--- config.mk ---
export PLATFORM = sky130hd
export DESIGN_NAME = eba_aligner
export DESIGN_NICKNAME = d
export VERILOG_FILES = /design/src/design/eba_aligner.v /design/src/design/eba_lane_map.v
export VERILOG_INCLUDE_DIRS = /design/src /design/src/include
export SDC_FILE = /design/constraint.sdc
export NUM_CORES = 1
export LEC_CHECK = 0
export ABC_AREA = 1
export BUFFER_PORTS_ARGS = -buffer_cell sky130_fd_sc_hd__clkbuf_2
export CAP_MARGIN = 20
export CORE_MARGIN = 3
export CORE_UTILIZATION = 30
export CTS_CLUSTER_DIAMETER = 30
export CTS_CLUSTER_SIZE = 8
export DETAILED_ROUTE_END_ITERATION = 8
export HOLD_SLACK_MARGIN = 0.02
export PLACE_DENSITY_LB_ADDON = 0.12
export SYNTH_ARGS = -nofsm -noshare
export SYNTH_HDL_FRONTEND = slang
export SYNTH_SLANG_ARGS = --single-unit
--- constraint.sdc ---
create_clock -name clk -period 5.6 [get_ports clk]
set_clock_uncertainty 0.1 [all_clocks]
set_input_delay 1.12 -clock clk [delete_from_list [all_inputs] [get_ports clk]]
set_output_delay 1.12 -clock clk [all_outputs]
set_load 0.03 [all_outputs]
--- src/include/eba_regs.vh ---
/*
 Shared constants for the external bus endian aligner: request size
 codes, the area count and the default byte order of each area.
 Assumes inclusion by bare name from the design files.
*/
//
// Contract
// - Lane choice follows area width, access size and area byte order.
// - An 8-bit area moves one byte per cycle, on the lower lane only.
// - In an 8-bit area byte, word, longword take 1, 2, 4 cycles.
// - 8-bit big endian sends the most significant byte first.
// - 8-bit little endian sends the least significant byte first.
// - A 16-bit area uses both lanes, one byte or one word per cycle.
// - 16-bit big endian puts even bytes on upper, odd on lower lane.
// - 16-bit little endian puts even bytes on lower, odd on upper lane.
// - 16-bit big endian word: even is one cycle, odd is 15:8 then 7:0.
// - 16-bit big endian longword: even 31:16,15:0; odd 31:24,23:8,7:0.
// - 16-bit little endian word: even one cycle, odd 7:0 then 15:8.
// - 16-bit little endian longword: even 15:0,31:16; odd 7:0,23:8,31:24.
// - Byte order is chosen per area of the external space.
// - Bit n of the 8-bit order register is area n; 0 big, 1 little.
//
`ifndef EBA_REGS_VH
`define EBA_REGS_VH

// ****************************************
// Request size codes
// ****************************************
`define EBA_SIZE_BYTE 2'h0
`define EBA_SIZE_WORD 2'h1
`define EBA_SIZE_LONG 2'h2

// ****************************************
// Reset values and area count
// ****************************************
`define EBA_ORDER_RESET 8'h00
`define EBA_AREAS 8

`endif

--- src/design/eba_aligner.v ---
/*
 External bus endian aligner: takes byte, word and longword requests
 from an internal master and runs them as one or more external byte
 or word cycles with the lane placement of the addressed area.
 Assumes an external cycle engine that answers each cycle with a
 one-cycle extReady and returns read lanes in that same cycle.
*/
`timescale 1ns/1ps
`default_nettype none
`include "eba_regs.vh"

module eba_aligner
(
    // Clock and reset
    input wire clk,
    input wire nrst,
    // Area configuration
    input wire [7:0] areaWide16,
    input wire [7:0] areaLittleOrderSelect,
    // Internal request
    input wire reqValid,
    output reg reqReady,
    input wire reqWrite,
    input wire [1:0] reqSize,
    input wire [2:0] reqArea,
    input wire [23:0] reqAddr,
    input wire [31:0] reqWData,
    // Internal answer
    output reg rspValid,
    output reg [31:0] rspRData,
    // External cycle
    output reg extValid,
    input wire extReady,
    output reg extWrite,
    output reg extWord,
    output reg [23:0] extAddr,
    output reg extUpperEn,
    output reg extLowerEn,
    output reg [15:0] extWData,
    input wire [15:0] extRData
);

    // ****************************************
    // Request hold and sequencing state
    // ****************************************
    reg state_ff;
    reg wide_ff;
    reg little_ff;
    reg write_ff;
    reg [1:0] size_ff;
    reg [23:0] addr_ff;
    reg [31:0] wdata_ff;
    reg [1:0] off_ff;
    reg last_ff;
    reg [1:0] upIdx_ff;
    reg [1:0] loIdx_ff;
    reg [31:0] asm_ff;
    reg [7:0] order_ff;

    localparam [0:0] ST_IDLE = 1'b0;
    localparam [0:0] ST_BUSY = 1'b1;

    wire take = (state_ff == ST_IDLE) && reqValid;
    wire adv = (state_ff == ST_BUSY) && extReady;
    wire mapWide;
    wire mapLittle;
    wire [1:0] mapSize;
    wire mapAddr0;
    wire [1:0] mapOff;
    wire mWord;
    wire [1:0] mUpIdx;
    wire [1:0] mLoIdx;
    wire mUpEn;
    wire mLoEn;
    wire mLast;
    wire [31:0] mapWData;
    wire [23:0] mapAddr;
    wire [31:0] nxt_asm;

    // Registered every cycle, so a change needs one cycle before a request
    always @(posedge clk or negedge nrst)
    begin
        if (!nrst)
            order_ff <= `EBA_ORDER_RESET;
        else
            order_ff <= areaLittleOrderSelect;
    end

    // ****************************************
    // Plan next cycle from new request or held one
    // ****************************************
    assign mapWide = take ? areaWide16[reqArea] : wide_ff;
    assign mapLittle = take ? order_ff[reqArea] : little_ff;
    assign mapSize = take ? reqSize : size_ff;
    assign mapAddr = take ? reqAddr : addr_ff;
    assign mapAddr0 = mapAddr[0];
    assign mapWData = take ? reqWData : wdata_ff;
    // Next offset skips two bytes after a word cycle
    assign mapOff = take ? 2'h0 : off_ff + (extWord ? 2'h2 : 2'h1);

    eba_lane_map u_map
    (
        .wide(mapWide),
        .little(mapLittle),
        .size(mapSize),
        .addr0(mapAddr0),
        .off(mapOff),
        .wordCyc(mWord),
        .upIdx(mUpIdx),
        .loIdx(mLoIdx),
        .upEn(mUpEn),
        .loEn(mLoEn),
        .last(mLast)
    );

    // ****************************************
    // Read reassembly, one slot per internal byte
    // ****************************************
    genvar gi;
    generate
        for (gi = 0; gi < 4; gi = gi + 1)
        begin : g_asm
            assign nxt_asm[8*gi+7:8*gi] =
                (extUpperEn && {30'h0, upIdx_ff} == gi) ? extRData[15:8] :
                (extLowerEn && {30'h0, loIdx_ff} == gi) ? extRData[7:0] :
                asm_ff[8*gi+7:8*gi];
        end
    endgenerate

    // ****************************************
    // Sequencer
    // ****************************************
    always @(posedge clk or negedge nrst)
    begin
        if (!nrst)
        begin
            state_ff <= ST_IDLE;
            wide_ff <= 1'b0;
            little_ff <= 1'b0;
            write_ff <= 1'b0;
            size_ff <= `EBA_SIZE_BYTE;
            addr_ff <= 24'h000000;
            wdata_ff <= 32'h00000000;
            off_ff <= 2'h0;
            last_ff <= 1'b0;
            upIdx_ff <= 2'h0;
            loIdx_ff <= 2'h0;
            asm_ff <= 32'h00000000;
            reqReady <= 1'b0;
            rspValid <= 1'b0;
            rspRData <= 32'h00000000;
            extValid <= 1'b0;
            extWrite <= 1'b0;
            extWord <= 1'b0;
            extAddr <= 24'h000000;
            extUpperEn <= 1'b0;
            extLowerEn <= 1'b0;
            extWData <= 16'h0000;
        end
        else
        begin
            rspValid <= 1'b0;
            case (state_ff)
                ST_IDLE:
                begin
                    reqReady <= ~reqValid;
                    if (reqValid)
                    begin
                        state_ff <= ST_BUSY;
                        wide_ff <= mapWide;
                        little_ff <= mapLittle;
                        write_ff <= reqWrite;
                        size_ff <= reqSize;
                        addr_ff <= reqAddr;
                        wdata_ff <= reqWData;
                        asm_ff <= 32'h00000000;
                        extWrite <= reqWrite;
                    end
                end
                ST_BUSY:
                begin
                    reqReady <= 1'b0;
                    if (extReady)
                    begin
                        asm_ff <= nxt_asm;
                        if (last_ff)
                        begin
                            state_ff <= ST_IDLE;
                            reqReady <= 1'b1;
                            rspValid <= 1'b1;
                            rspRData <= write_ff ? 32'h00000000 : nxt_asm;
                        end
                    end
                end
                default:
                begin
                    state_ff <= ST_IDLE;
                    reqReady <= 1'b1;
                end
            endcase
            if (take || (adv && !last_ff))
            begin
                extValid <= 1'b1;
                off_ff <= mapOff;
                last_ff <= mLast;
                upIdx_ff <= mUpIdx;
                loIdx_ff <= mLoIdx;
                extWord <= mWord;
                extUpperEn <= mUpEn;
                extLowerEn <= mLoEn;
                // Ascending byte addresses from the request address
                extAddr <= mapAddr + {22'h000000, mapOff};
                extWData[15:8] <= mUpEn ? mapWData[{mUpIdx, 3'h0} +: 8] : 8'h00;
                extWData[7:0] <= mLoEn ? mapWData[{mLoIdx, 3'h0} +: 8] : 8'h00;
            end
            else if (adv)
            begin
                extValid <= 1'b0;
                extUpperEn <= 1'b0;
                extLowerEn <= 1'b0;
                extWord <= 1'b0;
            end
        end
    end

endmodule
`default_nettype wire

--- src/design/eba_lane_map.v ---
/*
 Lane planner for one external cycle: from area width, byte order,
 size, base address bit 0 and byte offset, gives the cycle size,
 which internal bytes ride which lane, and whether it is the last.
 Purely combinational; the caller registers everything it drives.
*/
`timescale 1ns/1ps
`default_nettype none
`include "eba_regs.vh"

module eba_lane_map
(
    // Area attributes
    input wire wide,
    input wire little,
    // Request position
    input wire [1:0] size,
    input wire addr0,
    input wire [1:0] off,
    // Cycle plan
    output reg wordCyc,
    output reg [1:0] upIdx,
    output reg [1:0] loIdx,
    output reg upEn,
    output reg loEn,
    output reg last
);

    reg [1:0] nm1;
    reg [1:0] offNext;
    reg [1:0] idx0;
    reg [1:0] idx1;
    reg a0;

    always @*
    begin
        nm1 = {size[1], size[1] | size[0]};
        offNext = off + 2'h1;
        a0 = addr0 ^ off[0];
        // Byte at ascending offset j is b[j] little, b[n-1-j] big
        idx0 = little ? off : nm1 - off;
        idx1 = little ? offNext : nm1 - offNext;
        // Word cycle only at an even address with at least two bytes left
        wordCyc = wide & ~a0 & (off != nm1);
        upIdx = 2'h0;
        loIdx = 2'h0;
        upEn = 1'b0;
        loEn = 1'b0;
        if (!wide)
        begin
            loIdx = idx0;
            loEn = 1'b1;
        end
        else if (wordCyc)
        begin
            upEn = 1'b1;
            loEn = 1'b1;
            // Even address byte goes upper for big, lower for little
            upIdx = little ? idx1 : idx0;
            loIdx = little ? idx0 : idx1;
        end
        else if (little ? a0 : ~a0)
        begin
            upIdx = idx0;
            upEn = 1'b1;
        end
        else
        begin
            loIdx = idx0;
            loEn = 1'b1;
        end
        last = wordCyc ? (offNext == nm1) : (off == nm1);
    end

endmodule
`default_nettype wire

**Word-level counts from Yosys, hierarchy flattened**

Cells that the tools add are included.
W data, S select, Z words.

- Flip-flop bits (word level): 187
- Input bits: 98
- Output and inout bits: 79
- Logic and storage cells: 123

- Add/sub/neg operators: 5
- Magnitude comparators: 1
- Eq/ne operators: 11
- Shift operators: 2
- Multiplexer cells: 56
- Bitwise logic cells: 7
- Reductions and logical operators: 19

Operators by type and width:

| operator | number |
|---|---|
| $mux W32 | 4 |
| $mux W8 | 10 |
| $pmux W32 S2 | 1 |
| $shiftx A32 B6 Y8 | 2 |
| $mux W2 | 13 |
| $add A24 B2 Y24 | 1 |
| $mux W24 | 1 |
| $mux W1 | 23 |
| $logic_and A1 B1 Y1 | 11 |
| $eq A2 B2 Y1 const B | 4 |
| $bmux W1 S3 | 2 |
| $eq A2 B1 Y1 const B | 2 |
| $eq A2 B2 Y1 | 2 |
| $logic_not A2 Y1 | 2 |
| $lt A3 B4 Y1 const B | 1 |
| $ne A2 B2 Y1 const B | 2 |
| $pmux W1 S2 | 2 |
| $reduce_and A2 Y1 | 2 |
| $sub A2 B2 Y2 | 2 |
| $not A1 Y1 | 3 |
| $reduce_and A3 Y1 | 1 |
| $add A2 B1 Y2 const B | 1 |
| $add A2 B2 Y2 | 1 |
| $and A1 B1 Y1 | 2 |
| 6 further kinds | 6 |

**Longest topological paths before layout**

Gate-level depths: netlist of the first run.

- Word-level depth: 11
- Depth in mapped cells: 23
- Depth with buffers taken out: 19

**Modules after synthesis**

From an unflattened synthesis of the first run, not the netlist that was laid out.

- Cells, all modules: 1,216
- Area, all modules: 9,580.4 sq um

Modules (own cells, without submodules):

| module | times used | cells each | area an instance (sq um) |
|---|---|---|---|
| eba_aligner | 1 | 1,150 | 9,280.2 |
| eba_lane_map | 1 | 66 | 300.3 |

**Least setup slack after synthesis of the first run**

No wires, ideal clock.

- Kind: input-to-reg
- Start point: input port reqValid
- End point: register extAddr[23]
- Setup time: 117 ps
- Arrival: 3,664 ps
- Required time: 5,383 ps
- Path slack: 1,719 ps
- Cell stages on the path: 21
- Cells stage by stage: nand2_4 -> inv_2 -> buf_2 -> buf_2 -> buf_2 -> buf_2 -> or2_2 -> o21ai_0 -> inv_1 -> ha_1 -> a21o_1 -> nand2_2 -> nor2_4 -> nand2_2 -> nor2_2 -> nand2_2 -> nor2_4 -> nand3_1 -> xnor2_1 -> nand2_1 -> nand2_1

- Cells in the longest elaborated chain, start to end: 3

Ends and longest elaborated chain:

| what | line | text |
|---|---|---|
| from (decl) | eba_aligner.v:21 | `input wire reqValid,` |
| $logic_and A1 B1 Y1 (*) | eba_aligner.v:63 | `wire take = (state_ff == ST_IDLE) && reqValid;` |
| $mux W24 / $mux W2 (equally long branches) | eba_aligner.v:95, eba_aligner.v:99 |  |
| $add A24 B2 Y24 | eba_aligner.v:212 | `extAddr <= mapAddr + {22'h000000, mapOff};` |
| to (signal assigned) | eba_aligner.v:212 |  |
| to (decl) | eba_aligner.v:36 | `output reg [23:0] extAddr,` |

Every way passes the cells marked *; elsewhere a longest branch is shown, timed or not.
A chain may end at the register's enable or synchronous reset.

**Worst setup path in the final report of the first run**

- Start point: input port reqValid
- End point: register extAddr[12]

The elaborated chain is that of the path after synthesis.

==> summary.md, run 1 <==
| Metric | Value |
|---|---|
| CP endpoint kind | `flop` |
| Max Cap Violations | `0` |
| First-pass iteration count of the detailed router | `5` |
| Final Hold Viols | `0` |
| GPL Wtd Cong | `~0.81` |
| Adder-cell share of the synthesized area | `0.00903` |
| Area of the mapped netlist | `~0.009 sq mm` |
| Remaining global-route overflow | `0` |
| TritonCTS buffer count | `17` |
| Compound-Gate Fraction of Synth Area | `0.134` |
| CTS max path bufs | `2` |
| Post-Synth XOR/XNOR Area | `0.0124` |
| PortBufs | `roughly 180` |
| Total setup buffers inserted after CTS | `0` |
| Outcome | `complete, no violations` |
| Share of cells above drive strength 1 | `0.217` |
| I/O pin count | `between 150 and 200` |
| Number of synthesized register bits | `187` |
| Initial antenna violation count | `0` |
| Pwr dens | `~650 mW/mm^2` |
| Pins over their slew limit | `0` |
| Total GRT Usage | `0.177` |
| Setup-failing EPs final | `0` |
| YS warnings | `0` |
| Via density | `around 4.8` |
| RSZ-0062 raised after global routing | `false` |
| WHS | `between 0.3 and 0.4 ns` |
| Worst endpoint required time | `approximately 5.8 ns` |
| Crit path max fanout | `37` |
| Total power | `roughly 7.1 mW` |
| Nets | `approximately 1400` |
| Clk root buf | `clkbuf_16` |
| Die X | `approximately 180 um` |
| Startpoint types | `primary input` |
| Post-synthesis simple-gate area fraction | `0.264` |
| Clock Sink Count | `187` |
| Period minus WS final | `3.80 ns` |
| Maximum VDD drop | `roughly 0.28 mV` |
| Worst Hold Class | `flop to flop` |
| Commonest non-fill, non-tap cell in the layout | `nand2_1` |
| Commonest non-fill, non-tap cells in the layout | `nand2_1 (344), dfrtp_1 (187), clkbuf_2 (175)` |
| CP Buf/Inv Count | `3` |
| N_diodes | `0` |
| Fin crit share | `0.679` |
| H-tree lvl count | `4` |
| Worst path max stage delay | `about 0.4 ns` |
| Cts hold-fix bufs | `0` |
| Clock slew at reported path FFs | `0.08 ns` |
| Vias | `~7900` |
| CP most frequent cell | `nand2_1` |
| Mean Syn Cell Area | `between 8 and 9 sq um` |
| F_max | `about 0.26 GHz` |
| Die area | `around 0.033 sq mm` |
| WP data arrival | `4.00 ns` |
| Global-route wire length before repair | `between 40000 and 50000 um` |
| Initial DRC count | `~450` |
| Leakage power | `5.55 nW` |
| Worst setup path category | `primary input to flop` |
| Main combinational cell family by area after synthesis | `simple AND/OR/NAND/NOR gates` |
| Seq/Total Area, Yosys | `0.512` |
| Critical path's slowest cell | `inv_2` |
| TritonCTS clock tree | `built` |
| Setup_tns | `0 ns` |
| Die height | `181 um` |
| WL per Instance | `~17 um` |
| Cell variety after synth | `between 40 and 50` |
| CP top delay family | `simple AND/OR/NAND/NOR gates` |
| Post-DP HPWL | `slightly below 20000 um` |
| Clk_lat worst skew | `around 0.44 ns` |
| PostCTS Resize Cnt | `0` |
| P&R area growth vs syn | `20.0%` |
| # DRC | `0` |
| Vias in the first global route | `around 8000` |
| Starting density of the core | `0.306` |
| Final wirelength | `around 29000 um` |
| Worst-Margin Slew | `0.962 ns` |
| Multiplexer share of the synthesized area | `0` |
| Site row count | `63` |
| Core box area | `0.0299 sq mm` |
| Slew HR | `0.359` |
| Largest net degree at the start of global routing | `between 100 and 150` |
| Worst path cell trace | `clkbuf_2 > nand2_4 > inv_2 > nand2_1 > nand2_1 > ha_1 > inv_1 > fa_1 > nor2_1 > nand4_1 > nor3_1 > nand3_1 > xor2_1 > o21ai_1` |
| Mapped Nets | `roughly 1200` |
| Antenna-violating nets left | `0` |
| Cells after synthesis | `between 1000 and 1500` |
==> final timing paths <==
kind,from,to,slack (ns),cells past startpoint
setup / recovery,reqValid,extAddr[12]$_DFFE_PN0N_,1.80,14
hold / removal,addr_ff[0]$_DFFE_PN0N_,addr_ff[0]$_DFFE_PN0N_,0.38,2
setup reg to reg,state_ff$_DFF_PN0_,extAddr[12]$_DFFE_PN0N_,2.13,14
hold reg to reg,addr_ff[0]$_DFFE_PN0N_,addr_ff[0]$_DFFE_PN0N_,0.38,2
max in group asynchronous,nrst,rspRData[4]$_DFFE_PN0P_,3.54,2
min in group asynchronous,nrst,rspRData[18]$_DFFE_PN0P_,0.72,1
==> power by group <==
part | internal, mW | switching (mW) | total, mW
clock | 0.646 | 0.625 | 1.27
sequential | 1.88 | 0.227 | 2.11
combinational | 1.11 | 2.63 | 3.74
==> cells in the mapped netlist (all sizes together) <==
master,n,area [sq um]
nand3,124,653
a21o,1,7.51
fa,1,20.0
xnor2,5,43.8
o211ai,24,180
clkbuf,30,113
buf,23,169
o21bai,1,7.51
xor2,8,70.1
or2,7,43.8
dfrtp,187,4680
nor3,8,50.1
nand3b,2,15.0
o21a,1,7.51
a21oi,3,15.0
nor2,25,145
o221ai,1,8.76
nand2,366,1450
o21ai,150,769
a31o,1,8.76
inv,91,342
nand4,8,56.3
a31oi,2,12.5
o22ai,34,213
ha,5,62.6
==> tightest hold or removal path, delay by kind of cell (launching register included) <==
kind / cells / cell delay, ns
flops: 1 / 0.32
simple gates: 2 / 0.12
==> sequential cells by signal (all words and copies together) (netlist names) <==
signal      count
little_ff       1
off_ff          2
wide_ff         1
upIdx_ff        2
reqReady        1
extWord         1
state_ff        1
extValid        1
addr_ff        24
wdata_ff       32
write_ff        1
loIdx_ff        2
extAddr        24
extLowerEn      1
extUpperEn      1
extWData       16
order_ff        8
size_ff         2
rspRData       32
last_ff         1
rspValid        1
asm_ff         32
==> logic make-up (layout without fill, tap and decap cells) <==
group / after synthesis / in the layout
fa+ha+maj: 6 / 6
flops: 187 / 187
compound gates: 218 / 218
xor+xnor: 13 / 13
buf+inv: 144 / 311
simple gates: 540 / 540
==> metrics by stage <==
step | setup WS, ns | util | cells | instance area, sq um
global placement | 1.37 | 0.346 | 1632 | 10300
finish | 1.80 | 0.367 | 1665 | 11000
floorplan | 1.72 | - | 1108 | 9150
detailed placement | 1.28 | 0.346 | 1632 | 10300
global route | 1.47 | 0.367 | 1665 | 11000
CTS | 1.74 | 0.366 | 1664 | 10900
==> layer usage <==
layer  vias up  wire, um  track usage
li1       3978         -            -
met1      3780     13800        0.254
met2       169     13300        0.282
met3        18      1200       0.0299
met4         0       341       0.0387
met5         -         0            0
==> final cells by class <==
| type | instances | area [sq um] |
|---|---|---|
| fill | 3143 | 18900 |
| sequential | 187 | 4680 |
| multi-input combinational | 777 | 3850 |
| timing repair buffer | 188 | 1000 |
| tap | 390 | 488 |
| clock buffer | 17 | 425 |
| inverter | 91 | 342 |
| clock inverter | 15 | 189 |
No activity file was read; power rests on OpenSTA's default activity.
==> run 2, diff against run 1 <==
ABC_AREA = 0   (was 1)
clock period = 3.1 ns   (was 5.6 ns; I/O delays follow)
==> summary.md, run 2 <==
| Metric | Value |
|---|---|
| # DRC | `0 (unchanged)` |
| CP endpoint kind | `flop (unchanged)` |
| Max Cap Violations | `0 (unchanged)` |
| Mean Syn Cell Area | `9.59 sq um (was 8.25 sq um)` |
| Vias in the first global route | `7412 (was 7969)` |
| TritonCTS buffer count | `17 (unchanged)` |
| Final Hold Viols | `0 (unchanged)` |
| Pins over their slew limit | `0 (unchanged)` |
| Synth top cells by count | `nand2_1 (209), dfrtp_1 (187), mux2i_1 (85) (was nand2_1 (346), dfrtp_1 (187), o21ai_0 (132))` |
| Site row count | `62 (was 63)` |
| Total GRT Usage | `0.168 (was 0.177)` |
| Cell with the most instances after synthesis | `nand2_1 (unchanged)` |
| Ys async rst share | `1.00 (unchanged)` |
| Maximum VDD drop | `0.509 mV (was 0.282 mV)` |
| Fin crit share | `0.955` |
| Share of cells above drive strength 1 | `0.293 (was 0.217)` |
| PortBufs | `176 (unchanged)` |
| Worst endpoint required time | `3.38 ns (was 5.80 ns)` |
| F_max | `between 0.3 and 0.4 GHz` |
| First-pass iteration count of the detailed router | `4 (was 5)` |
| Post-synth top flop | `dfrtp_1 (unchanged)` |
| Setup_tns | `0 ns (unchanged)` |
| Largest area contributor in the netlist | `dfrtp_1 (unchanged)` |
| Remaining global-route overflow | `0 (unchanged)` |
| Largest net degree at the start of global routing | `64 (was 113)` |
| FF-to-FF End | `extWData[4]$_DFFE_PN0N_ (was extAddr[12]$_DFFE_PN0N_)` |
| Clk root buf | `clkbuf_16 (unchanged)` |
| Die area | `0.0321 sq mm (was 0.0326 sq mm)` |
| Mapped Nets | `1042 (was 1212)` |
| P&R area growth vs syn | `29.3% (was 20.0%)` |
| Clock Sink Count | `187 (unchanged)` |
| Pwr dens | `1230 mW/mm^2 (was 649 mW/mm^2)` |
| Commonest non-fill, non-tap cell in the layout | `nand2_1 (unchanged)` |
| Seq/Total Area, Yosys | `0.520 (was 0.512)` |
| Global-route wire length before repair | `41700 um (was 46100 um)` |
| Worst-Margin Slew | `0.641 ns (was 0.962 ns)` |
| Initial antenna violation count | `0 (unchanged)` |
| Startpoint types | `flop (was primary input)` |
| Initial DRC count | `385 (was 452)` |
| WP data arrival | `3.24 ns (was 4.00 ns)` |
| Nets | `1270 (was 1366)` |
| Final wirelength | `26500 um (was 28600 um)` |
| Top-area cell type share of the netlist area | `0.520 (was 0.512)` |
| Cells after synthesis | `938 (was 1108)` |
| Cts hold-fix bufs | `0 (unchanged)` |
| Vias | `7263 (was 7945)` |
| Outcome | `complete, no violations (unchanged)` |
| Via density | `4.65 (was 4.77)` |
| H-tree lvl count | `4 (unchanged)` |
| Finished Core Util | `0.400 (was 0.367)` |
| Post-DP Area | `0.0109 sq mm (was 0.0103 sq mm)` |
| Total power | `14.3 mW (was 7.12 mW)` |
| Post-DP HPWL | `19000 um (was 19700 um)` |
| Cell variety after synth | `65 (was 41)` |
| Core box area | `0.0291 sq mm (was 0.0299 sq mm)` |
| Die X | `179 um (was 181 um)` |
| Clk_lat worst skew | `0.43 ns (was 0.44 ns)` |
| R2R cell count | `13 (was 14)` |
| Worst Hold Class | `primary input to async pin (was flop to flop)` |
| Slew HR | `0.571 (was 0.359)` |
| CTS max path bufs | `2 (unchanged)` |
| WL per Instance | `16.9 um (was 17.2 um)` |
| Antenna-violating nets left | `0 (unchanged)` |
| GPL Wtd Cong | `0.796 (was 0.806)` |
| Post-synth EDFFs | `0 (unchanged)` |
| Commonest non-fill, non-tap cells in the layout | `nand2_1 (207), dfrtp_1 (186), clkbuf_2 (175) (was nand2_1 (344), dfrtp_1 (187), clkbuf_2 (175))` |
| Number of synthesized register bits | `187 (unchanged)` |
| Die height | `179 um (was 181 um)` |
| Post-route cell area | `0.0116 sq mm (was 0.0110 sq mm)` |
| Worst setup path category | `flop to flop (was primary input to flop)` |
| Setup-failing EPs final | `0 (unchanged)` |
| TritonCTS clock tree | `built (unchanged)` |
| Biggest regs | `asm_ff: 32 flops, rspRData: 32 flops, wdata_ff: 32 flops (unchanged)` |
| Crit path max fanout | `14 (was 37)` |
| Fin cells | `1562 (was 1665)` |
| I/O pin count | `177 (unchanged)` |
| Reg-to-reg slack, setup | `0.14 ns (was 2.13 ns)` |
| Starting density of the core | `0.309 (was 0.306)` |
| Reg2reg start | `state_ff$_DFF_PN0_ (unchanged)` |
| Period minus WS final | `2.96 ns` |
| Placed insts | `1527 (was 1632)` |
| Clock slew at reported path FFs | `0.08 ns (about the same)` |
| RSZ-0062 raised after global routing | `true (was false)` |
| Area of the mapped netlist | `0.00899 sq mm (was 0.00915 sq mm)` |
| Top post-synthesis cells by area | `dfrtp_1 (52%), mux2i_1 (9.5%), nand2_1 (8.7%) (was dfrtp_1 (51%), nand2_1 (14%), o21ai_0 (7.2%))` |
| N_diodes | `0 (unchanged)` |
| YS warnings | `0 (unchanged)` |
| Leakage power | `5.78 nW (was 5.55 nW)` |
[run 2: cell count changes in the layout (fill, tap and decap cells not counted), moves of 58 or more]
cell / delta
nand3_1: -109
nand2_1: -137
a21oi_1: +70
buf_4: +67
o21ai_0: -58
mux2i_1: +84
[run 2: cell families after synthesis]
kind of cell    Yosys count  share of synthesized area
compound gates          194                      0.130
xor+xnor                 32                     0.0328
fa+ha+maj                 6                    0.00918
buf+inv                  86                     0.0399
flops                   187                      0.520
mux                      91                      0.105
simple gates            342                      0.163
[run 2: area by class of cell]
type | count | area (sq um)
Clock inverter | 13 | 191
Timing Repair Buffer | 260 | 1580
Multi-Input combinational cell | 665 | 4130
Sequential cell | 187 | 4680
Clock buffer | 18 | 429
Inverter | 35 | 131
Fill cell | 3015 | 17500
Tap cell | 384 | 480
[run 2: metrics by stage]
step	setup slack, ns	hold WS (ns)
2_1_floorplan	-0.536	0.224
3_3_place_gp	-0.182	0.352
3_5_place_dp	-0.252	0.358
4_1_cts	-0.0166	0.0824
5_1_grt	-0.00673	0.0953
6_report	0.140	0.0559
[run 2: worst max path at each step]
stage / from / endpoint / slack (ns) / cells past startpoint
global placement: reqValid / extWData[2]$_DFFE_PN0N_ / -0.18 / 12
finish: state_ff$_DFF_PN0_ / extWData[4]$_DFFE_PN0N_ / 0.14 / 13
floorplan: reqValid / extWData[5]$_DFFE_PN0N_ / -0.54 / 19
CTS: state_ff$_DFF_PN0_ / extWData[2]$_DFFE_PN0N_ / -0.02 / 11
global route: state_ff$_DFF_PN0_ / extWData[15]$_DFFE_PN0N_ / -0.007 / 12
detailed placement: reqValid / extWData[2]$_DFFE_PN0N_ / -0.25 / 13
[run 2: power breakdown]
group | internal, mW | switching (mW)
Clock | 1.36 | 1.01
Combinational | 3.30 | 4.78
Sequential | 3.40 | 0.465
[run 2: what timing repair did]
item / CTS / global route
gates cloned: 0 / 0
setup endpoints to repair: 5 / 21
buffers inserted: 0 / 4
gates resized for setup: 6 / 22
pin swaps: 2 / 7
[run 2: worst max-delay path, cell delays in order (launching register included)]
cell,delay [ns]
dfrtp_2,0.43
buf_4,0.15
nor2b_4,0.10
nand2_1,0.07
nand2_2,0.09
nor2_4,0.05
ha_4,0.29
and4b_4,0.21
a211oi_4,0.26
nand2_2,0.13
or2_4,0.27
and2_4,0.23
a2111oi_1,0.36
a221o_1,0.16
[run 2: metal layers]
layer / track usage / vias to the layer above / share of wire
li1: - / 3646 / -
met4: 0.0425 / 0 / 0.013
met5: 0 / - / 0
met1: 0.222 / 3453 / 0.45
met2: 0.275 / 148 / 0.48
met3: 0.0411 / 16 / 0.054
==> run 3, diff against run 2 <==
MAX_ROUTING_LAYER = met4   (was not set)
==> summary.md, run 3 (same netlist as run 2, synthesis figures left out) <==
| Metric | Value |
|---|---|
| CP most frequent cell | `nand2_2 (unchanged)` |
| P&R area growth vs syn | `29.3% (unchanged)` |
| Post-DP HPWL | `19000 um (unchanged)` |
| Clk_lat worst skew | `0.43 ns (about the same)` |
| Die height | `179 um (unchanged)` |
| CP startpoint | `state_ff$_DFF_PN0_ (unchanged)` |
| R2R cell count | `13 (unchanged)` |
| Initial antenna violation count | `0 (unchanged)` |
| FF-to-FF End | `extWData[4]$_DFFE_PN0N_ (unchanged)` |
| Die area | `0.0321 sq mm (unchanged)` |
| Via density | `4.65 (about the same)` |
| Biggest regs | `asm_ff: 32 flops, rspRData: 32 flops, wdata_ff: 32 flops (unchanged)` |
| Global-route wire length before repair | `41600 um (was 41700 um)` |
| TritonCTS buffer count | `17 (unchanged)` |
| F_max | `0.338 GHz (about the same)` |
| N_diodes | `0 (unchanged)` |
| Top sig layer | `met4 (unchanged)` |
| Nets | `1270 (unchanged)` |
| Leakage power | `5.78 nW (unchanged)` |
| Crit path max fanout | `14 (unchanged)` |
| Final wirelength | `26500 um (about the same)` |
| Commonest non-fill, non-tap cell in the layout | `nand2_1 (unchanged)` |
| RSZ-0062 raised after global routing | `true (unchanged)` |
| CP Buf/Inv Count | `1 (unchanged)` |
| CP top delay family | `simple AND/OR/NAND/NOR gates (unchanged)` |
| Initial DRC count | `388 (was 385)` |
| Site row count | `62 (unchanged)` |
| Worst Hold Class | `primary input to async pin (unchanged)` |
| Antenna-violating nets left | `0 (unchanged)` |
| Vias in the first global route | `7431 (was 7412)` |
| TritonCTS clock tree | `built (unchanged)` |
| CTS max path bufs | `2 (unchanged)` |
| Setup_tns | `0 ns (unchanged)` |
| Post-route cell area | `0.0116 sq mm (unchanged)` |
| Vias | `7266 (was 7263)` |
| Worst endpoint required time | `3.38 ns (about the same)` |
| Final Hold Viols | `0 (unchanged)` |
| Total GRT Usage | `0.173 (was 0.168)` |
| Reg-to-reg slack, setup | `0.14 ns (about the same)` |
| Max Cap Violations | `0 (unchanged)` |
| Met3 wire length | `1320 um (was 1430 um)` |
| Worst path cell trace | `buf_4 > nor2b_4 > nand2_1 > nand2_2 > nor2_4 > ha_4 > and4b_4 > a211oi_4 > nand2_2 > or2_4 > and2_4 > a2111oi_1 > a221o_1 (unchanged)` |
| Total power | `14.3 mW (about the same)` |
| Starting density of the core | `0.309 (unchanged)` |
| WHS | `0.0621 ns (was 0.0559 ns)` |
| Largest net degree at the start of global routing | `64 (unchanged)` |
| Crit path to | `extWData[4]$_DFFE_PN0N_ (unchanged)` |
| Pwr dens | `1230 mW/mm^2 (about the same)` |
| Cts hold-fix bufs | `0 (unchanged)` |
| Worst setup path category | `flop to flop (unchanged)` |
| Slew HR | `0.568 (was 0.571)` |
| Maximum VDD drop | `0.508 mV (was 0.509 mV)` |
| First-pass iteration count of the detailed router | `5 (was 4)` |
| CP endpoint kind | `flop (unchanged)` |
| Post-DP Area | `0.0109 sq mm (unchanged)` |
| Fin crit share | `0.954 (was 0.955)` |
| Share of cells above drive strength 1 | `0.293 (unchanged)` |
| WP depth | `13 (unchanged)` |
| Finished Core Util | `0.400 (unchanged)` |
| Reg2reg start | `state_ff$_DFF_PN0_ (unchanged)` |
| Remaining global-route overflow | `0 (unchanged)` |
| # DRC | `0 (unchanged)` |
| WP data arrival | `3.24 ns (about the same)` |
| H-tree lvl count | `4 (unchanged)` |
| Worst-Margin Slew | `0.646 ns (was 0.641 ns)` |
| Clock slew at reported path FFs | `0.08 ns (about the same)` |
| Period minus WS final | `2.96 ns (about the same)` |
| M1 wire length | `12200 um (was 12000 um)` |
| Clock Sink Count | `187 (unchanged)` |
| WL per Instance | `17.0 um (was 16.9 um)` |
| Die X | `179 um (unchanged)` |
| Commonest non-fill, non-tap cells in the layout | `nand2_1 (207), dfrtp_1 (186), clkbuf_2 (175) (unchanged)` |
| Critical path's slowest cell | `dfrtp_2 (unchanged)` |
| GPL Wtd Cong | `0.807 (was 0.796)` |
| Setup-failing EPs final | `0 (unchanged)` |
| WL met2 | `12700 um (was 12600 um)` |
| Worst path max stage delay | `0.43 ns (about the same)` |
| Pins over their slew limit | `0 (unchanged)` |
| Fillcell total | `3015 (unchanged)` |
| Core box area | `0.0291 sq mm (unchanged)` |
| Outcome | `complete, no violations (unchanged)` |
| PortBufs | `176 (unchanged)` |
| Clk root buf | `clkbuf_16 (unchanged)` |
| Startpoint types | `flop (unchanged)` |
| I/O pin count | `177 (unchanged)` |
-- run 3: cell counts in the layout (fill, tap and decap cells not counted) --
Identical to the previous run, type by type.
-- run 3: layout make-up --
type | instances | area, sq um | share of cell area
clock buffers | 18 | 429 | 0.0369
clock inverters | 13 | 191 | 0.0165
inverters | 35 | 131 | 0.0113
multi-input cells | 665 | 4130 | 0.356
flip-flops and latches | 187 | 4680 | 0.403
well taps | 384 | 480 | 0.0413
repair buffers | 260 | 1580 | 0.136
-- run 3: per-layer routing --
| layer | up-vias | global-route usage |
|---|---|---|
| li1 | 3642 | - |
| met1 | 3467 | 0.223 |
| met2 | 139 | 0.276 |
| met3 | 18 | 0.0400 |
| met4 | 0 | 0.0425 |
| met5 | - | - |
-- run 3: worst min path at each step --
stage	from	endpoint	slack [ns]	depth (start not counted)
2_1_floorplan	nrst	addr_ff[0]$_DFFE_PN0N_	0.22	0
3_3_place_gp	extAddr[0]$_DFFE_PN0N_	extAddr[0]$_DFFE_PN0N_	0.35	2
3_5_place_dp	addr_ff[0]$_DFFE_PN0N_	addr_ff[0]$_DFFE_PN0N_	0.36	2
4_1_cts	nrst	rspRData[4]$_DFFE_PN0P_	0.08	1
5_1_grt	nrst	rspRData[11]$_DFFE_PN0P_	0.09	1
6_report	nrst	rspRData[3]$_DFFE_PN0P_	0.06	1
-- run 3: repair_timing --
| item | in CTS | in global routing |
|---|---|---|
| endpoints found under the setup margin | 5 | 21 |
| resized for setup | 6 | 22 |
| pin swaps | 2 | 8 |
| buffers inserted | 0 | 4 |
-- run 3: where the power goes --
group | internal (mW) | switching, mW
clock network | 1.36 | 1.01
registers | 3.40 | 0.466
logic | 3.30 | 4.78
total | 8.06 | 6.25
-- run 3: per-stage QoR --
stage	setup slack, ns	instances
CTS	-0.0166	1558
global route	-0.00693	1562
global placement	-0.182	1527
finish	0.141	1562
floorplan	-0.536	938
detailed placement	-0.252	1527
-- run 3: worst register-to-register path, delay by kind of cell, from the launching register on --
family	cells	cell delay, ns
AOI/OAI and AO/OA	3	0.78
adders and majority gates	1	0.29
buffers and inverters	1	0.15
DFF	1	0.43
and+or+nand+nor	8	1.16
